**src/verilog/bli_pkg.sv**
```systemverilog
// Package with the register map, field positions and timing constants of the bit-level I2C block.
package bli_pkg;

    // ==========================================================
    // Register map (byte addresses on APB)
    // ==========================================================
    localparam int ADDR_W = 8;
    localparam logic [7:0] ADDR_CONFIG = 8'hC8;
    localparam logic [7:0] ADDR_CTRL = 8'hCC;
    localparam logic [7:0] ADDR_DATA = 8'hD0;
    localparam logic [7:0] ADDR_STAT = 8'hD4;

    // ==========================================================
    // Field positions
    // ==========================================================
    localparam int CFG_SLAVE_ENABLE = 7;
    localparam int CFG_MREQ = 6;
    localparam int CFG_CLRTO = 5;
    localparam int CFG_TIMEOUT_TIMER_RUN = 4;
    localparam logic [7:0] CFG_RESET = 8'h00;
    // Control write bits.
    localparam int CW_CXA = 7;
    localparam int CW_IDLE = 6;
    localparam int CW_CDR = 5;
    localparam int CW_CLEAR_ARB_LOSS = 4;
    localparam int CW_CLEAR_START_SEEN = 3;
    localparam int CW_CLEAR_STOP_SEEN = 2;
    localparam int CW_SEND_REPEATED_START = 1;
    localparam int CW_SEND_STOP = 0;
    // Control read bits.
    localparam int CR_RBIT = 7;
    localparam int CR_ATN = 6;
    localparam int CR_DATA_READY_FLAG = 5;
    localparam int CR_ARL = 4;
    localparam int CR_STR = 3;
    localparam int CR_STP = 2;
    localparam int CR_MASTER = 1;
    // Data register bit and private status bits.
    localparam int DAT_BIT = 7;
    localparam int ST_TOFLAG = 0;
    localparam int ST_XA = 1;
    localparam int ST_BUSY = 2;

    // ==========================================================
    // Timing
    // ==========================================================
    localparam int MACHINE_CLKS = 6;
    localparam logic [3:0] MINCNT_SEL0 = 4'h5;
    localparam logic [3:0] MINCNT_SEL1 = 4'h6;
    localparam logic [3:0] MINCNT_SEL2 = 4'h7;
    localparam logic [3:0] MINCNT_SEL3 = 4'h4;
    localparam int TIMEOUT_MC = 1023;
    localparam int TIMEOUT_CLKS = TIMEOUT_MC * MACHINE_CLKS;

    typedef enum logic [1:0] {OP_NONE, OP_RSTART, OP_STOP} bli_op_type;
    typedef enum logic [1:0] {PH_IDLE, PH_START, PH_RUN} bli_phase_type;

endpackage : bli_pkg

```
**src/verilog/bli_bit_i2c.sv**
```systemverilog
// Bit-level I2C interface with APB register access, serviced by software one bit at a time.
`timescale 1ns/10ps

// What this block does
// - Clearing only data ready keeps SCL low while other flags pend.
// - Arbitration loss clears transmit-active automatically.
// - Lose arbitration when a sent 1 or restart reads SDA 0 at SCL rise.
// - Lose arbitration and flag start when another start cuts our 1.
// - Master loses arbitration if restart pre-empted or stop blocked.
// - Start seen at master or non-idle slave; idle slave just wakes.
// - Stop seen at master or non-idle slave only.
// - Become master when master request is set and the bus is free.
// - Master status drops on arbitration loss or stop without request.
// - Data write or restart/stop command sets transmit-active.
// - SDA driven low and arbitration loss set only while transmit-active.
// - Data read or clear-transmit-active command ends transmit-active.
// - Idle command makes slave ignore bus until next start.
// - Data ready clears on its command and any data register access.
// - SCL low time stretched while any flag is pending.
// - Repeated start: release SDA, wait min time after SCL rise, pull SDA.
// - The initial start is generated by hardware on gaining mastership.
// - Stop: hold SDA low, wait min time after SCL rise, release SDA.
// - Attention is the OR of the four event flags.
// - SCL rise captures SDA and sets data ready when enabled, except at idle slave.
// - A new transmit bit reaches SDA only while SCL is low.
// - Timeout timer runs during frames, cleared by SCL edges and conditions.
module bli_bit_i2c #(
    parameter int TIMEOUT_CLKS = bli_pkg::TIMEOUT_CLKS
) (
    input wire logic clk_sys,
    input wire logic sys_rst,
    input wire logic psel,
    input wire logic penable,
    input wire logic pwrite,
    input wire logic [bli_pkg::ADDR_W-1:0] paddr,
    input wire logic [31:0] pwdata,
    output logic [31:0] prdata,
    output logic pready,
    output logic pslverr,
    input wire logic sclIn,
    output logic sclOut,
    output logic sclOe,
    input wire logic sdaIn,
    output logic sdaOut,
    output logic sdaOe
);

    localparam int TO_W = $clog2(TIMEOUT_CLKS + 1);

    typedef struct packed {
        logic sclMeta, sclSync, sclLast, sdaMeta, sdaSync, sdaLast;
        logic slaveEn, masterReq, timerRun;
        logic [1:0] minSel;
        logic data_ready_flag, arb_loss_flag, str, stop_seen_flag, master, xa, rxBit, txBit;
        logic sdaLow, sclLow, idle, busy, toFlag, opStage;
        bli_pkg::bli_op_type op;
        bli_pkg::bli_phase_type phase;
        logic [7:0] minCnt;
        logic [TO_W-1:0] toCnt;
        logic [7:0] rdata;
        logic rerr;
    } bli_state_type;

    bli_state_type st_reg;
    bli_state_type st_next;

    // ==========================================================
    // Helpers
    // ==========================================================
    function automatic logic [7:0] minClocks(input logic [1:0] sel);
        logic [3:0] cnt;
        cnt = bli_pkg::MINCNT_SEL0;
        unique case (sel)
            2'h0: cnt = bli_pkg::MINCNT_SEL0;
            2'h1: cnt = bli_pkg::MINCNT_SEL1;
            2'h2: cnt = bli_pkg::MINCNT_SEL2;
            2'h3: cnt = bli_pkg::MINCNT_SEL3;
        endcase
        return 8'(cnt * bli_pkg::MACHINE_CLKS);
    endfunction : minClocks

    function automatic logic isAddr(input logic [bli_pkg::ADDR_W-1:0] a,
                                    input logic [7:0] reg_addr);
        return a == reg_addr;
    endfunction : isAddr

    logic sclRise, sclFall, startDet, stopDet, enabled, idleSlave, attn;
    logic access, wrCfg, wrCtrl, wrData, rdData, arlSet, minDone;
    logic [7:0] minClks;

    assign sclRise = st_reg.sclSync & ~st_reg.sclLast;
    assign sclFall = ~st_reg.sclSync & st_reg.sclLast;
    assign startDet = st_reg.sclSync & st_reg.sclLast & st_reg.sdaLast & ~st_reg.sdaSync;
    assign stopDet = st_reg.sclSync & st_reg.sclLast & ~st_reg.sdaLast & st_reg.sdaSync;
    assign enabled = st_reg.slaveEn | st_reg.masterReq;
    assign idleSlave = st_reg.idle & ~st_reg.master;
    assign attn = st_reg.data_ready_flag | st_reg.arb_loss_flag | st_reg.str | st_reg.stop_seen_flag;
    assign access = psel & penable;
    assign wrCfg = access & pwrite & isAddr(paddr, bli_pkg::ADDR_CONFIG);
    assign wrCtrl = access & pwrite & isAddr(paddr, bli_pkg::ADDR_CTRL);
    assign wrData = access & pwrite & isAddr(paddr, bli_pkg::ADDR_DATA);
    assign rdData = access & ~pwrite & isAddr(paddr, bli_pkg::ADDR_DATA);
    assign minClks = minClocks(st_reg.minSel);
    assign minDone = st_reg.minCnt >= minClks;

    // ==========================================================
    // Next-state logic
    // ==========================================================
    always_comb begin
        st_next = st_reg;
        arlSet = 1'h0;
        // Pin synchronisers: the meta stage feeds only the sync stage.
        st_next.sclMeta = sclIn;
        st_next.sclSync = st_reg.sclMeta;
        st_next.sclLast = st_reg.sclSync;
        st_next.sdaMeta = sdaIn;
        st_next.sdaSync = st_reg.sdaMeta;
        st_next.sdaLast = st_reg.sdaSync;
        if (st_reg.minCnt != 8'hFF) st_next.minCnt = st_reg.minCnt + 8'h01;

        // Software effects come first so that hardware sets below win.
        if (wrCfg) begin
            st_next.slaveEn = pwdata[bli_pkg::CFG_SLAVE_ENABLE];
            st_next.masterReq = pwdata[bli_pkg::CFG_MREQ];
            st_next.timerRun = pwdata[bli_pkg::CFG_TIMEOUT_TIMER_RUN];
            st_next.minSel = pwdata[1:0];
            if (pwdata[bli_pkg::CFG_CLRTO]) st_next.toFlag = 1'h0;
        end
        if (wrCtrl) begin
            if (pwdata[bli_pkg::CW_CXA]) st_next.xa = 1'h0;
            if (pwdata[bli_pkg::CW_IDLE]) st_next.idle = 1'h1;
            if (pwdata[bli_pkg::CW_CDR]) st_next.data_ready_flag = 1'h0;
            if (pwdata[bli_pkg::CW_CLEAR_ARB_LOSS]) st_next.arb_loss_flag = 1'h0;
            if (pwdata[bli_pkg::CW_CLEAR_START_SEEN]) st_next.str = 1'h0;
            if (pwdata[bli_pkg::CW_CLEAR_STOP_SEEN]) st_next.stop_seen_flag = 1'h0;
            if (pwdata[bli_pkg::CW_SEND_REPEATED_START]) begin
                st_next.xa = 1'h1;
                st_next.txBit = 1'h1;
                st_next.op = bli_pkg::OP_RSTART;
                st_next.opStage = 1'h0;
            end else if (pwdata[bli_pkg::CW_SEND_STOP]) begin
                st_next.xa = 1'h1;
                st_next.txBit = 1'h0;
                st_next.op = bli_pkg::OP_STOP;
                st_next.opStage = 1'h0;
            end
        end
        if (wrData) begin
            st_next.txBit = pwdata[bli_pkg::DAT_BIT];
            st_next.xa = 1'h1;
            st_next.data_ready_flag = 1'h0;
        end
        if (rdData) begin
            st_next.xa = 1'h0;
            st_next.data_ready_flag = 1'h0;
        end

        // Bus observation.
        if (sclRise) begin
            st_next.rxBit = st_reg.sdaSync;
            st_next.minCnt = 8'h00;
            if (enabled && !idleSlave) st_next.data_ready_flag = 1'h1;
            // A released SDA read back as 0 means another transmitter won.
            if (st_reg.xa && !st_reg.sdaLow && !st_reg.sdaSync) begin
                arlSet = 1'h1;
            end
        end
        if (sclFall) begin
            st_next.minCnt = 8'h00;
            // Someone else ended the high phase before our restart went out.
            if (st_reg.master && st_reg.op == bli_pkg::OP_RSTART && !st_reg.opStage) begin
                arlSet = 1'h1;
            end
        end
        if (startDet) begin
            st_next.busy = 1'h1;
            st_next.minCnt = 8'h00;
            if (enabled && !st_reg.sdaLow) begin
                if (idleSlave) begin
                    st_next.idle = 1'h0;
                end else begin
                    st_next.str = 1'h1;
                end
                if (st_reg.xa && st_reg.op == bli_pkg::OP_NONE) begin
                    arlSet = 1'h1;
                end
            end
        end
        if (stopDet) begin
            st_next.busy = 1'h0;
            // Our own stop is not reported back as a stop seen.
            if (enabled && !idleSlave && st_reg.op != bli_pkg::OP_STOP) begin
                st_next.stop_seen_flag = 1'h1;
            end
        end

        // Timeout supervision of a hung bus.
        if (!st_reg.timerRun || !enabled || !st_reg.busy || st_reg.sclSync != st_reg.sclLast
                || startDet || stopDet) begin
            st_next.toCnt = '0;
        end else if (st_reg.toCnt >= TO_W'(TIMEOUT_CLKS - 1)) begin
            st_next.toCnt = '0;
            st_next.toFlag = 1'h1;
            st_next.slaveEn = 1'h0;
            st_next.busy = 1'h0;
        end else begin
            st_next.toCnt = st_reg.toCnt + TO_W'(1);
        end

        // Master sequencing.
        unique case (st_reg.phase)
            bli_pkg::PH_IDLE: begin
                // A free bus also covers the idle slave waiting for the next start.
                if (st_reg.masterReq && enabled && !st_reg.busy && !st_reg.master) begin
                    st_next.master = 1'h1;
                    st_next.phase = bli_pkg::PH_START;
                    st_next.opStage = 1'h0;
                    st_next.minCnt = 8'h00;
                end
            end
            bli_pkg::PH_START: begin
                // Initial start comes from hardware, never from a command.
                if (minDone && st_reg.sclSync) begin
                    st_next.minCnt = 8'h00;
                    if (!st_reg.opStage) begin
                        st_next.xa = 1'h1;
                        st_next.txBit = 1'h0;
                        st_next.sdaLow = 1'h1;
                        st_next.opStage = 1'h1;
                    end else begin
                        st_next.sclLow = 1'h1;
                        // Holding SDA low past the SCL fall avoids a false stop.
                        st_next.txBit = 1'h1;
                        st_next.phase = bli_pkg::PH_RUN;
                    end
                end
            end
            bli_pkg::PH_RUN: begin
                if (st_reg.sclSync && !sclRise && minDone) begin
                    st_next.minCnt = 8'h00;
                    unique case (st_reg.op)
                        bli_pkg::OP_NONE: st_next.sclLow = 1'h1;
                        bli_pkg::OP_RSTART: begin
                            if (!st_reg.opStage) begin
                                st_next.sdaLow = 1'h1;
                                st_next.opStage = 1'h1;
                            end else begin
                                st_next.sclLow = 1'h1;
                                st_next.op = bli_pkg::OP_NONE;
                            end
                        end
                        bli_pkg::OP_STOP: begin
                            if (!st_reg.opStage) begin
                                st_next.sdaLow = 1'h0;
                                st_next.opStage = 1'h1;
                            end else if (!st_reg.sdaSync) begin
                                arlSet = 1'h1;
                            end else begin
                                st_next.op = bli_pkg::OP_NONE;
                                st_next.phase = bli_pkg::PH_IDLE;
                                st_next.xa = 1'h0;
                                st_next.busy = 1'h0;
                                if (!st_reg.masterReq) st_next.master = 1'h0;
                            end
                        end
                        default: st_next.op = bli_pkg::OP_NONE;
                    endcase
                end
            end
            default: st_next.phase = bli_pkg::PH_IDLE;
        endcase

        // SCL low phase: hold for the min time as master and while flags pend.
        if (!st_reg.sclSync && st_reg.phase != bli_pkg::PH_START) begin
            // The transmit bit only reaches SDA while SCL is low.
            st_next.sdaLow = st_next.xa & ~st_next.txBit;
            // A master holds SCL one more cycle after SDA moves, so data has setup time.
            st_next.sclLow = enabled && (attn || (st_reg.master && (!minDone
                || st_next.sdaLow != st_reg.sdaLow)));
        end

        if (arlSet && st_reg.xa) begin
            st_next.arb_loss_flag = 1'h1;
            st_next.xa = 1'h0;
            st_next.master = 1'h0;
            st_next.op = bli_pkg::OP_NONE;
            st_next.phase = bli_pkg::PH_IDLE;
        end
        if (!st_next.master && !st_next.sclLow) begin
            st_next.phase = bli_pkg::PH_IDLE;
        end
        if (!st_next.xa) begin
            st_next.sdaLow = 1'h0;
            st_next.op = bli_pkg::OP_NONE; // A dropped command must not mask a later stop.
        end
        if (!enabled) st_next.sclLow = 1'h0;

        // APB read data is captured in the setup cycle.
        if (psel && !penable) begin
            st_next.rerr = 1'h0;
            st_next.rdata = 8'h00;
            if (isAddr(paddr, bli_pkg::ADDR_CONFIG)) begin
                st_next.rdata[bli_pkg::CFG_SLAVE_ENABLE] = st_reg.slaveEn;
                st_next.rdata[bli_pkg::CFG_MREQ] = st_reg.masterReq;
                st_next.rdata[bli_pkg::CFG_TIMEOUT_TIMER_RUN] = st_reg.timerRun;
                st_next.rdata[1:0] = st_reg.minSel;
            end else if (isAddr(paddr, bli_pkg::ADDR_CTRL)) begin
                st_next.rdata[bli_pkg::CR_RBIT] = st_reg.rxBit;
                st_next.rdata[bli_pkg::CR_ATN] = attn;
                st_next.rdata[bli_pkg::CR_DATA_READY_FLAG] = st_reg.data_ready_flag;
                st_next.rdata[bli_pkg::CR_ARL] = st_reg.arb_loss_flag;
                st_next.rdata[bli_pkg::CR_STR] = st_reg.str;
                st_next.rdata[bli_pkg::CR_STP] = st_reg.stop_seen_flag;
                st_next.rdata[bli_pkg::CR_MASTER] = st_reg.master;
            end else if (isAddr(paddr, bli_pkg::ADDR_DATA)) begin
                st_next.rdata[bli_pkg::DAT_BIT] = st_reg.rxBit;
            end else if (isAddr(paddr, bli_pkg::ADDR_STAT)) begin
                st_next.rdata[bli_pkg::ST_TOFLAG] = st_reg.toFlag;
                st_next.rdata[bli_pkg::ST_XA] = st_reg.xa;
                st_next.rdata[bli_pkg::ST_BUSY] = st_reg.busy;
            end else begin
                st_next.rerr = 1'h1;
            end
        end
    end

    // ==========================================================
    // State register
    // ==========================================================
    always_ff @(posedge clk_sys) begin
        if (sys_rst) begin
            st_reg <= '0;
            st_reg.sclMeta <= 1'h1;
            st_reg.sclSync <= 1'h1;
            st_reg.sclLast <= 1'h1;
            st_reg.sdaMeta <= 1'h1;
            st_reg.sdaSync <= 1'h1;
            st_reg.sdaLast <= 1'h1;
        end else begin
            st_reg <= st_next;
        end
    end

    assign prdata = {24'h000000, st_reg.rdata};
    assign pready = 1'h1;
    assign pslverr = access & st_reg.rerr;
    assign sclOut = 1'h0;
    assign sdaOut = 1'h0;
    assign sclOe = st_reg.sclLow;
    assign sdaOe = st_reg.sdaLow;
endmodule : bli_bit_i2c

```
**config.mk**
```make
export PLATFORM = sky130hd
export DESIGN_NAME = bli_bit_i2c
export DESIGN_NICKNAME = d
export VERILOG_FILES = /design/src/verilog/bli_pkg.sv /design/src/verilog/bli_bit_i2c.sv
export SDC_FILE = /design/constraint.sdc
export NUM_CORES = 1
export LEC_CHECK = 0
export BUFFER_PORTS_ARGS = -buffer_cell sky130_fd_sc_hd__buf_2
export CORE_MARGIN = 3
export CORE_UTILIZATION = 40
export CTS_BUF_LIST = sky130_fd_sc_hd__clkbuf_16
export DETAILED_ROUTE_END_ITERATION = 16
export PLACE_DENSITY = 0.59
export SETUP_SLACK_MARGIN = 0.4
export SLEW_MARGIN = 20
export SYNTH_ARGS = -nofsm -noshare
export SYNTH_HDL_FRONTEND = slang
export SYNTH_SLANG_ARGS = --single-unit
```
**constraint.sdc**
```tcl
create_clock -name clk_sys -period 5.4 [get_ports clk_sys]
set_input_delay 0.81 -clock clk_sys [delete_from_list [all_inputs] [get_ports clk_sys]]
set_output_delay 0.81 -clock clk_sys [all_outputs]
set_load 0.02 [all_outputs]
```
==> implementation parameters, run 1 <==
Parameter                              Value

Floorplanning
  Effective utilization at floorplan ... 41.5%
  Site row count ... 34
  Top Ports ... 85
  CORE AREA ... 8810 um^2
  Full die area ... 10300 um^2
  Horizontal die dimension ... 102 um
  Vertical die dimension ... 102 um

Pwr
  Clock network fraction of total power ... 54.1%
  Sequential Power Share ... 40.2%
  Internal power summed over all cells ... 0.856 mW
  Switching power as a share of total power ... 22.8%
  Cell area power density ... 274 nW/um^2
  Combinational power share ... 5.7%
  VDD IR max ... 0.150 mV
  Total net switching power ... 0.252 mW
  Leakage ... 1.57 nW

Worst setup path
  Startpoint Class ... register
  Capture point of the worst reg-to-reg path ... st_reg[24]
  Worst Path Required ... 5.63 ns
  Crit-path max FO ... 8
  R2R setup slack ... 2.14 ns
  Capturing element of the worst setup path ... st_reg[24]
  Critical path launch point ... st_reg[48]
  Sort of element at the end of the critical path ... register
  Startpoint of the lowest-slack register-to-register path ... st_reg[48]
  Arrival time reported for the critical path endpoint ... 3.49 ns
  Cell count of the worst reg-to-reg path ... 9
  Crit Path Class ... reg -> reg

Placed design
  Final HPWL DP ... 6340 um
  Setup slack after placement ... 2.19 ns
  Total of buffers placed on input and output ports ... 33
  Cell count after placement ... 563
  Routability congestion estimate from global placement ... 0.891

Min path
  Worst hold path class ... reg -> reg
  Min-delay src ... st_next[54]

Logic synthesis
  Flip-flop and latch count after synthesis ... 59
  Seq/Total Area, Yosys ... 32.3%
  Mean cell area of the mapped netlist ... 8.27 um^2
  Area share of the largest cell type after synthesis ... 32.3%
  Number of distinct library cell variants in the gate-level netlist after synthesis ... 70
  Area contributors post-synth ... dfxtp_1 (32%), ha_1 (7.5%), buf_4 (7.2%)
  Ys async rst share ... 0%
  Simple-gate share of the synthesized area ... 24.5%
  Post-synthesis cell area ... 3660 um^2
  Fraction of the mapped netlist area in compound gates ... 19.6%
  Multiplexer share of the synthesized area ... 1.95%
  Synth Warn # ... 0
  Dominant combinational cell family by area after synthesis ... simple AND/OR/NAND/NOR gates
  Most used DFF post-synth ... dfxtp_1
  EDFF count, synth ... 0
  Post-Synth XOR/XNOR Area ... 3.59%
  Adder-cell share of the synthesized area ... 7.53%
  Synthesized netlist cell count ... 442
  Area leader, netlist ... dfxtp_1

GRT
  GRT Util Overall ... 17.2%
  First-pass GRT wire length ... 14000 um
  Largest net degree at the start of global routing ... 35
  Vias in the first global route ... 2851
  Most Crowded Layer GR ... met2
  Antenna violations before repair ... 0
  Grt met2 use ... 26.8%
  Met1 Usage GRT ... 23.1%
  Met3 usage in global routing ... 3.65%
  Total gr overflow ... 0

CTS
  Total CTS buffers ... 9
  Clock latency at the later pin of the worst-skew pair ... 0.32 ns
  Number of clock sinks ... 59
  CTS clk-pin slew, worst paths ... 0.05 ns
  Clock tree from TritonCTS ... yes
  Depth of the CTS H-tree ... 3
  Post-CTS Hold Buffers ... 0
  Post-CTS Setup Bufs ... 0
  Maximum buffer depth of the clock tree ... 2
  Master cell of the clock root buffer ... clkbuf_16
  Gates resized, CTS repair ... 0

Layout
  Number of flip-flops under the largest register name ... 45
  P&R area growth vs syn ... 10.7%
  Fraction of the core area covered by cells at the end of the flow ... 46.0%
  Share of cells above drive strength 1 ... 15.1%
  Count of nets after finishing ... 535
  Antenna cells ... 0
  Post-route insts no fill ... 578

Routing
  Wire length after detailed routing ... 8530 um
  Count of antenna-violating nets left after detailed routing ... 0
  DR iter-0 viols ... 233
  DRC Markers ... 0
  1st-pass router iterations ... 5
  Wire length per cell after detailed routing ... 14.8 um
  Via count normalized by instance count ... 5.39
  Routed via count ... 3116

Timing
  Unrepaired setup endpoints after global routing ... no
  Setup-violating endpoint count in the final report ... 0
  Final max-slew violation count ... 0
  Worst Tran Pin Value ... 0.798 ns
  Shortest clock period the worst path allows after layout ... 3.26 ns
  Min setup slack post-route ... 2.14 ns
  Worst rel slew slack ... 46.8%
  Tcrit/Tclk final ... 60.4%
  Fin Clk Skew ... 0.00496 ns
  Fmax ... 0.307 GHz
  Total negative setup slack ... 0 ns
  Final hold violations ... 0

Run status
  Outcome ... completed

Flow run
  Max-capacitance violation count ... 0
worst max-delay path: stages, from the launching register on:
cell,delay [ns]
dfxtp_1,0.39
inv_1,0.11
ha_1,0.31
inv_1,0.04
ha_1,0.34
a2111oi_4,0.50
a31oi_1,0.26
o221ai_1,0.44
o221ai_1,0.48
a211oi_1,0.30
cells in the final DEF (no fill, tap or decap), types with 3 or more instances in the layout:
cell	Yosys	final
a211oi_1	6	6
a21oi_1	24	24
a22o_1	3	3
a22oi_1	3	3
a31oi_1	4	4
a32oi_1	4	4
and2_1	3	3
and3_1	7	7
buf_2	1	33
clkbuf_16	0	9
conb_1	2	27
dfxtp_1	59	59
ha_1	22	22
inv_1	19	19
mux2i_1	6	6
nand2_1	38	38
nand2b_1	4	4
nand3_1	16	16
nand4_1	6	6
nor2_1	55	55
nor2b_1	9	9
nor3_1	10	10
nor4_1	4	4
o21a_1	3	3
o21ai_0	9	9
o21ai_1	4	4
o221ai_1	5	5
o22ai_1	4	4
or2_2	6	6
xnor2_1	6	6
xor2_1	9	9
power by group through the flow:
| stage | Sequential [mW] | Clock, mW | Combinational [mW] |
|---|---|---|---|
| final | 0.446 | 0.600 | 0.0630 |
| after global routing | 0.447 | 0.630 | 0.0697 |
| after CTS | 0.446 | 0.612 | 0.0624 |
| after detailed placement | 0.455 | 0 | 0.0623 |
| after global placement | 0.455 | 0 | 0.0614 |
| after floorplan | 0.453 | 0 | 0.0585 |
stage by stage:
step | hold WS, ns | power [mW] | area [um^2]
global placement | 0.394 | 0.516 | 3740
detailed placement | 0.393 | 0.517 | 3740
CTS | 0.406 | 1.12 | 4050
global route | 0.417 | 1.15 | 4050
finish | 0.404 | 1.11 | 4050
floorplan | 0.389 | 0.511 | 3750
cell usage after synthesis (all sizes together) (8+ instances only):
cell and number:
and3 9, buf 37, nand2 38, clkbuf 8, nand3 16, o21ai 13
nor2 56, nor2b 9, dfxtp 59, inv 19, a21oi 24, ha 22
xor2 9, nor3 10
worst min-delay path by stage:
| stage | endpoint | slack (ns) | depth (start not counted) |
|---|---|---|---|
| floorplan | st_next[53] | 0.39 | 1 |
| global placement | st_next[53] | 0.39 | 1 |
| detailed placement | st_next[53] | 0.39 | 1 |
| CTS | st_next[53] | 0.41 | 1 |
| global route | st_next[53] | 0.42 | 1 |
| finish | st_next[53] | 0.40 | 1 |
cell type report:
type | count | area [um^2]
clock buffer | 9 | 225
multi-input combinational | 344 | 2190
timing repair buffer | 33 | 165
clock inverter | 6 | 81.3
inverter | 19 | 71.3
tap | 108 | 135
sequential | 59 | 1180
fill | 881 | 4760
kinds of logic (layout without fill, tap and decap cells):
family          Yosys count  after routing
simple gates            178            178
buf+inv                  64             67
other cells               2             27
flops                    59             59
fa+ha+maj                22             22
compound gates           95             95
mux                       7              7
xor+xnor                 15             15
metal layers:
layer  part of all wire, %  up-vias  wire length (um)
met5                     0        -                 0
met4                   1.8        0               153
li1                      -     1571                 -
met1                    48     1444              4060
met3                   5.1       13               435
met2                    45       88              3880
(Power assumes the default switching activity.)
==> run 2: changes to the inputs <==
==> constraint.sdc (replaced) <==
create_clock -name clk_sys -period 3.2 [get_ports clk_sys]
set_input_delay 0.48 -clock clk_sys [delete_from_list [all_inputs] [get_ports clk_sys]]
set_output_delay 0.48 -clock clk_sys [all_outputs]
set_load 0.02 [all_outputs]
==> implementation parameters, run 2 (same netlist as run 1, synthesis figures left out) <==
Parameter                              Value

Run status
  Outcome ... completed (unchanged)

Layout
  Register Area ... 1180 um^2 (about the same)
  Number of flip-flops under the largest register name ... 45 (unchanged)
  Final instance area ... 4270 um^2 (was 4050 um^2)
  Area of combinational cells with multiple inputs ... 2280 um^2 (was 2190 um^2)
  Share of cells above drive strength 1 ... 20.8% (was 15.1%)
  Most used cells in the layout excluding fill and tap cells ... dfxtp_1 (57), nor2_1 (55), nand2_1 (38) (was dfxtp_1 (59), nor2_1 (55), nand2_1 (38))
  P&R area growth vs syn ... 16.6% (was 10.7%)
  Post-route insts no fill ... 594 (was 578)
  Antenna cells ... 0 (unchanged)
  Fillers ... 882 (was 881)
  Most common cell after layout, fill and taps aside ... dfxtp_1 (unchanged)
  Count of nets after finishing ... 551 (was 535)

Floorplanning
  Full die area ... 10300 um^2 (unchanged)
  Vertical die dimension ... 102 um (unchanged)
  CORE AREA ... 8810 um^2 (unchanged)
  Top Ports ... 85 (unchanged)
  Horizontal die dimension ... 102 um (unchanged)
  Site row count ... 34 (unchanged)
  Effective utilization at floorplan ... 41.5% (unchanged)

Timing
  Fin Clk Skew ... 0.00457 ns (was 0.00496 ns)
  Final max-slew violation count ... 0 (unchanged)
  Tcrit/Tclk final ... 88.7% (was 60.4%)
  Fmax ... 0.352 GHz (was 0.307 GHz)
  Final hold violations ... 0 (unchanged)
  Shortest clock period the worst path allows after layout ... 2.84 ns (was 3.26 ns)
  Worst rel slew slack ... 56.6% (was 46.8%)
  Setup-violating endpoint count in the final report ... 0 (unchanged)
  Worst Tran Pin Value ... 0.651 ns (was 0.798 ns)
  Unrepaired setup endpoints after global routing ... yes (was no)
  Total negative setup slack ... 0 ns (unchanged)

Worst setup path
  Most repeated library cell on the critical path ... ha_4
  Startpoint Class ... register (unchanged)
  Highest-delay cell along the critical path ... mux2i_2 (was a2111oi_4)
  Stage delay of the slowest cell on the critical path ... 0.37 ns (was 0.50 ns)
  Crit Path Class ... reg -> reg (unchanged)
  Sort of element at the end of the critical path ... register (unchanged)
  Worst path cell trace ... buf_4 -> ha_4 -> ha_4 -> a21o_2 -> and3_2 -> o31a_1 -> a211o_1 -> a221oi_2 -> mux2i_2 -> o41ai_2 (was inv_1 -> ha_1 -> inv_1 -> ha_1 -> a2111oi_4 -> a31oi_1 -> o221ai_1 -> o221ai_1 -> a211oi_1)
  Arrival time reported for the critical path endpoint ... 3.02 ns (was 3.49 ns)
  Worst Path Required ... 3.39 ns (was 5.63 ns)
  Crit-path max FO ... 3 (was 8)

Placed design
  Final HPWL DP ... 6610 um (was 6340 um)
  Post-detailed-placement cell area ... 3810 um^2 (was 3740 um^2)
  Routability congestion estimate from global placement ... 0.935 (was 0.891)
  Total of buffers placed on input and output ports ... 33 (unchanged)
  Cell count after placement ... 570 (was 563)

Min path
  Worst hold path class ... in -> reg (was reg -> reg)

Pwr
  Total net switching power ... 0.424 mW (was 0.252 mW)
  Switching power as a share of total power ... 22.6% (was 22.8%)
  Leakage ... 1.67 nW (was 1.57 nW)
  Sequential Power Share ... 40.2% (about the same)
  Cell area power density ... 439 nW/um^2 (was 274 nW/um^2)
  Internal power summed over all cells ... 1.45 mW (was 0.856 mW)
  Clock network fraction of total power ... 53.9% (was 54.1%)
  Combinational power share ... 5.9% (was 5.7%)
  VDD IR max ... 0.304 mV (was 0.150 mV)

GRT
  Vias in the first global route ... 3043 (was 2851)
  Largest net degree at the start of global routing ... 35 (unchanged)
  Antenna violations before repair ... 0 (unchanged)
  First-pass GRT wire length ... 14500 um (was 14000 um)
  Total gr overflow ... 0 (unchanged)
  GRT Util Overall ... 17.7% (was 17.2%)

Routing
  Count of antenna-violating nets left after detailed routing ... 0 (unchanged)
  Via count normalized by instance count ... 5.35 (was 5.39)
  1st-pass router iterations ... 4 (was 5)
  DR iter-0 viols ... 169 (was 233)
  Routed via count ... 3177 (was 3116)
  Wire length per cell after detailed routing ... 15.0 um (was 14.8 um)
  Wire length after detailed routing ... 8910 um (was 8530 um)
  DRC Markers ... 0 (unchanged)

CTS
  Clock latency at the later pin of the worst-skew pair ... 0.32 ns (about the same)
  Clock tree from TritonCTS ... yes (unchanged)
  Master cell of the clock root buffer ... clkbuf_16 (unchanged)
  Number of clock sinks ... 59 (unchanged)
  Depth of the CTS H-tree ... 3 (unchanged)
  CTS clk-pin slew, worst paths ... 0.05 ns (about the same)
  Maximum buffer depth of the clock tree ... 2 (unchanged)
  Total CTS buffers ... 9 (unchanged)
  Post-CTS Hold Buffers ... 0 (unchanged)

Flow run
  Max-capacitance violation count ... 0 (unchanged)
[run 2: metal layers]
metal  vias to the layer above  wire (um)  track usage [%]
met5                         -          0                0
met2                        65       4120             28.5
li1                       1601          -                -
met4                         0        221             9.71
met3                        17        387             3.58
met1                      1494       4180             22.2
[run 2: final timing paths]
path | from | to | slack (ns) | depth (start not counted)
setup / recovery | st_reg[48] | sclOe | 0.36 | 10
hold / removal | sdaIn | st_next[54] | 0.33 | 2
setup reg to reg | st_reg[48] | sclOe | 0.36 | 10
hold reg to reg | st_next[54] | st_next[53] | 0.41 | 1
[run 2: repair_timing]
item	CTS	global route
setup endpoints to repair	5	5
gates resized for setup	12	5
pin swaps	10	5
setup buffers	8	1
[run 2: power groups by stage]
stage | combinational, mW | clock (mW) | sequential, mW
2_1_floorplan | 0.0987 | 0 | 0.764
3_3_place_gp | 0.107 | 0 | 0.768
3_5_place_dp | 0.108 | 0 | 0.768
4_1_cts | 0.109 | 1.03 | 0.752
5_1_grt | 0.121 | 1.07 | 0.753
6_report | 0.110 | 1.01 | 0.753
[run 2: cell type report]
type,count,share of cell area (%)
flip-flops and latches,59,27.8
well taps,108,3.17
clock inverters,6,1.91
clock buffers,9,5.28
multi-input cells,344,53.4
inverters,19,1.79
repair buffers,49,6.69
[run 2: worst max-delay path: cells and delay by family (launching register included)]
family | cells | cell delay, ns
compound gates | 5 | 1.23
fa+ha+maj | 2 | 0.39
buf+inv | 1 | 0.15
flops | 1 | 0.33
mux | 1 | 0.37
simple gates | 1 | 0.22
[run 2: metrics by stage]
stage / setup WS, ns / power [mW] / util [%] / hold slack [ns]
6_report: 0.361 / 1.87 / 48.4 / 0.333
5_1_grt: 0.299 / 1.94 / 48.4 / 0.327
4_1_cts: 0.337 / 1.89 / 48.0 / 0.325
3_5_place_dp: 0.127 / 0.876 / 43.2 / 0.393
3_3_place_gp: 0.165 / 0.875 / 43.2 / 0.393
2_1_floorplan: 0.475 / 0.863 / - / 0.389
==> run 3: changes to the inputs <==
--- a/config.mk
+++ b/config.mk
@@ -11,7 +11,7 @@
 export CTS_BUF_LIST = sky130_fd_sc_hd__clkbuf_16
 export DETAILED_ROUTE_END_ITERATION = 16
 export PLACE_DENSITY = 0.59
-export SETUP_SLACK_MARGIN = 0.4
+export SETUP_SLACK_MARGIN = 0.02
 export SLEW_MARGIN = 20
 export SYNTH_ARGS = -nofsm -noshare
 export SYNTH_HDL_FRONTEND = slang
==> implementation parameters, run 3 (same netlist as run 1, synthesis figures left out) <==
Parameter                              Value

Timing
  Final hold violations ... 0 (unchanged)
  Setup-violating endpoint count in the final report ... 0 (unchanged)
  Fmax ... 0.326 GHz (was 0.352 GHz)
  Final worst hold slack ... 0.339 ns (was 0.333 ns)
  Min setup slack post-route ... 0.135 ns (was 0.361 ns)
  Fin Clk Skew ... 0.00328 ns (was 0.00457 ns)
  Tcrit/Tclk final ... 95.8% (was 88.7%)
  Worst Tran Pin Value ... 0.630 ns (was 0.651 ns)
  Final max-slew violation count ... 0 (unchanged)
  Shortest clock period the worst path allows after layout ... 3.07 ns (was 2.84 ns)
  Worst rel slew slack ... 57.7% (was 56.6%)
  Total negative setup slack ... 0 ns (unchanged)

Routing
  Count of antenna-violating nets left after detailed routing ... 0 (unchanged)
  DR iter-0 viols ... 199 (was 169)
  Wire length after detailed routing ... 8820 um (was 8910 um)
  Via count normalized by instance count ... 5.35 (about the same)
  Wire length per cell after detailed routing ... 15.0 um (about the same)
  DRC Markers ... 0 (unchanged)
  Routed via count ... 3147 (was 3177)
  1st-pass router iterations ... 4 (unchanged)

Floorplanning
  Full die area ... 10300 um^2 (unchanged)
  Effective utilization at floorplan ... 41.5% (unchanged)
  Vertical die dimension ... 102 um (unchanged)
  Top Ports ... 85 (unchanged)
  CORE AREA ... 8810 um^2 (unchanged)
  Horizontal die dimension ... 102 um (unchanged)
  Site row count ... 34 (unchanged)

Placed design
  Final HPWL DP ... 6650 um (was 6610 um)
  Post-detailed-placement cell area ... 3810 um^2 (about the same)
  Total of buffers placed on input and output ports ... 33 (unchanged)
  Cell count after placement ... 572 (was 570)
  Setup slack after placement ... 0.0981 ns (was 0.127 ns)
  Routability congestion estimate from global placement ... 0.862 (was 0.935)

CTS
  Maximum buffer depth of the clock tree ... 2 (unchanged)
  Number of clock sinks ... 59 (unchanged)
  Total CTS buffers ... 9 (unchanged)
  CTS clk-pin slew, worst paths ... 0.05 ns (about the same)
  Clock tree from TritonCTS ... yes (unchanged)
  Post-CTS Hold Buffers ... 0 (unchanged)
  Master cell of the clock root buffer ... clkbuf_16 (unchanged)
  Depth of the CTS H-tree ... 3 (unchanged)
  Clock latency at the later pin of the worst-skew pair ... 0.32 ns (about the same)

Pwr
  Post-layout total power ... 1.88 mW (was 1.87 mW)
  VDD IR max ... 0.258 mV (was 0.304 mV)
  Leakage ... 1.62 nW (was 1.67 nW)
  Cell area power density ... 454 nW/um^2 (was 439 nW/um^2)

GRT
  GRT Util Overall ... 17.6% (was 17.7%)
  First-pass GRT wire length ... 14500 um (about the same)
  Total gr overflow ... 0 (unchanged)
  Largest net degree at the start of global routing ... 34 (was 35)
  Vias in the first global route ... 2978 (was 3043)
  Antenna violations before repair ... 0 (unchanged)

Layout
  Share of cells above drive strength 1 ... 17.5% (was 20.8%)
  Register Area ... 1180 um^2 (about the same)
  Count of nets after finishing ... 545 (was 551)
  Most common cell after layout, fill and taps aside ... dfxtp_1 (unchanged)
  Fillers ... 862 (was 882)
  Antenna cells ... 0 (unchanged)
  Most used cells in the layout excluding fill and tap cells ... dfxtp_1 (58), nor2_1 (55), nand2_1 (38) (was dfxtp_1 (57), nor2_1 (55), nand2_1 (38))
  Fraction of the core area covered by cells at the end of the flow ... 47.0% (was 48.4%)
  P&R area growth vs syn ... 13.1% (was 16.6%)
  Final instance area ... 4140 um^2 (was 4270 um^2)
  Area of combinational cells with multiple inputs ... 2200 um^2 (was 2280 um^2)
  Number of flip-flops under the largest register name ... 45 (unchanged)
  Post-route insts no fill ... 588 (was 594)

Worst setup path
  Sort of element at the end of the critical path ... register (unchanged)
  Crit-path max FO ... 3 (unchanged)
  Stage delay of the slowest cell on the critical path ... 0.39 ns (was 0.37 ns)
  Arrival time reported for the critical path endpoint ... 3.26 ns (was 3.02 ns)
  Startpoint Class ... register (unchanged)
  Crit Path Class ... reg -> reg (unchanged)
  Worst Path Required ... 3.40 ns (was 3.39 ns)
  Top delay family on crit path ... compound AO/OA/AOI/OAI gates (unchanged)
  Combined buffer and inverter count along the critical path ... 2 (was 1)
  Worst path cell trace ... inv_1 -> ha_1 -> inv_1 -> ha_1 -> a2111o_1 -> o31a_1 -> a211o_1 -> a221oi_2 -> mux2i_2 -> o21ai_1 (was buf_4 -> ha_4 -> ha_4 -> a21o_2 -> and3_2 -> o31a_1 -> a211o_1 -> a221oi_2 -> mux2i_2 -> o41ai_2)
  Highest-delay cell along the critical path ... a2111o_1 (was mux2i_2)

Min path
  Worst hold path class ... in -> reg (unchanged)

Flow run
  Max-capacitance violation count ... 0 (unchanged)

Run status
  Outcome ... completed (unchanged)
## run 3: report_power, final
part | total, mW | switching (mW) | internal (mW)
clock | 1.01 | 0.342 | 0.671
sequential | 0.753 | 0.00938 | 0.743
combinational | 0.112 | 0.0768 | 0.0347
## run 3: worst paths after layout
kind / start / endpoint / slack [ns] / cells after the start
max reg2reg: st_reg[48] / st_reg[31] / 0.13 / 10
min reg2reg: st_next[54] / st_next[53] / 0.40 / 1
min: sdaIn / st_next[54] / 0.34 / 2
max: st_reg[48] / st_reg[31] / 0.13 / 10
## run 3: cell type report
| cell class | count | area share, % |
|---|---|---|
| multi-input combinational | 344 | 53.2 |
| sequential | 59 | 28.6 |
| timing repair buffer | 43 | 5.81 |
| clock buffer | 9 | 5.45 |
| tap | 108 | 3.27 |
| clock inverter | 6 | 1.97 |
| inverter | 19 | 1.72 |
## run 3: metal layers
| layer | wire length (um) | track usage (%) | up-vias | part of all wire [%] |
|---|---|---|---|---|
| met1 | 4160 | 23.5 | 1476 | 47 |
| met5 | 0 | 0 | - | 0 |
| li1 | - | - | 1593 | - |
| met4 | 66 | 4.70 | 0 | 0.75 |
| met2 | 4170 | 28.7 | 71 | 47 |
| met3 | 418 | 3.99 | 7 | 4.7 |
## run 3: what timing repair did
item / CTS / global route
gates resized for setup: 0 / 3
endpoints found under the setup margin: 0 / 4
endpoints found under the hold margin: 0 / 0
buffers inserted: 0 / 1
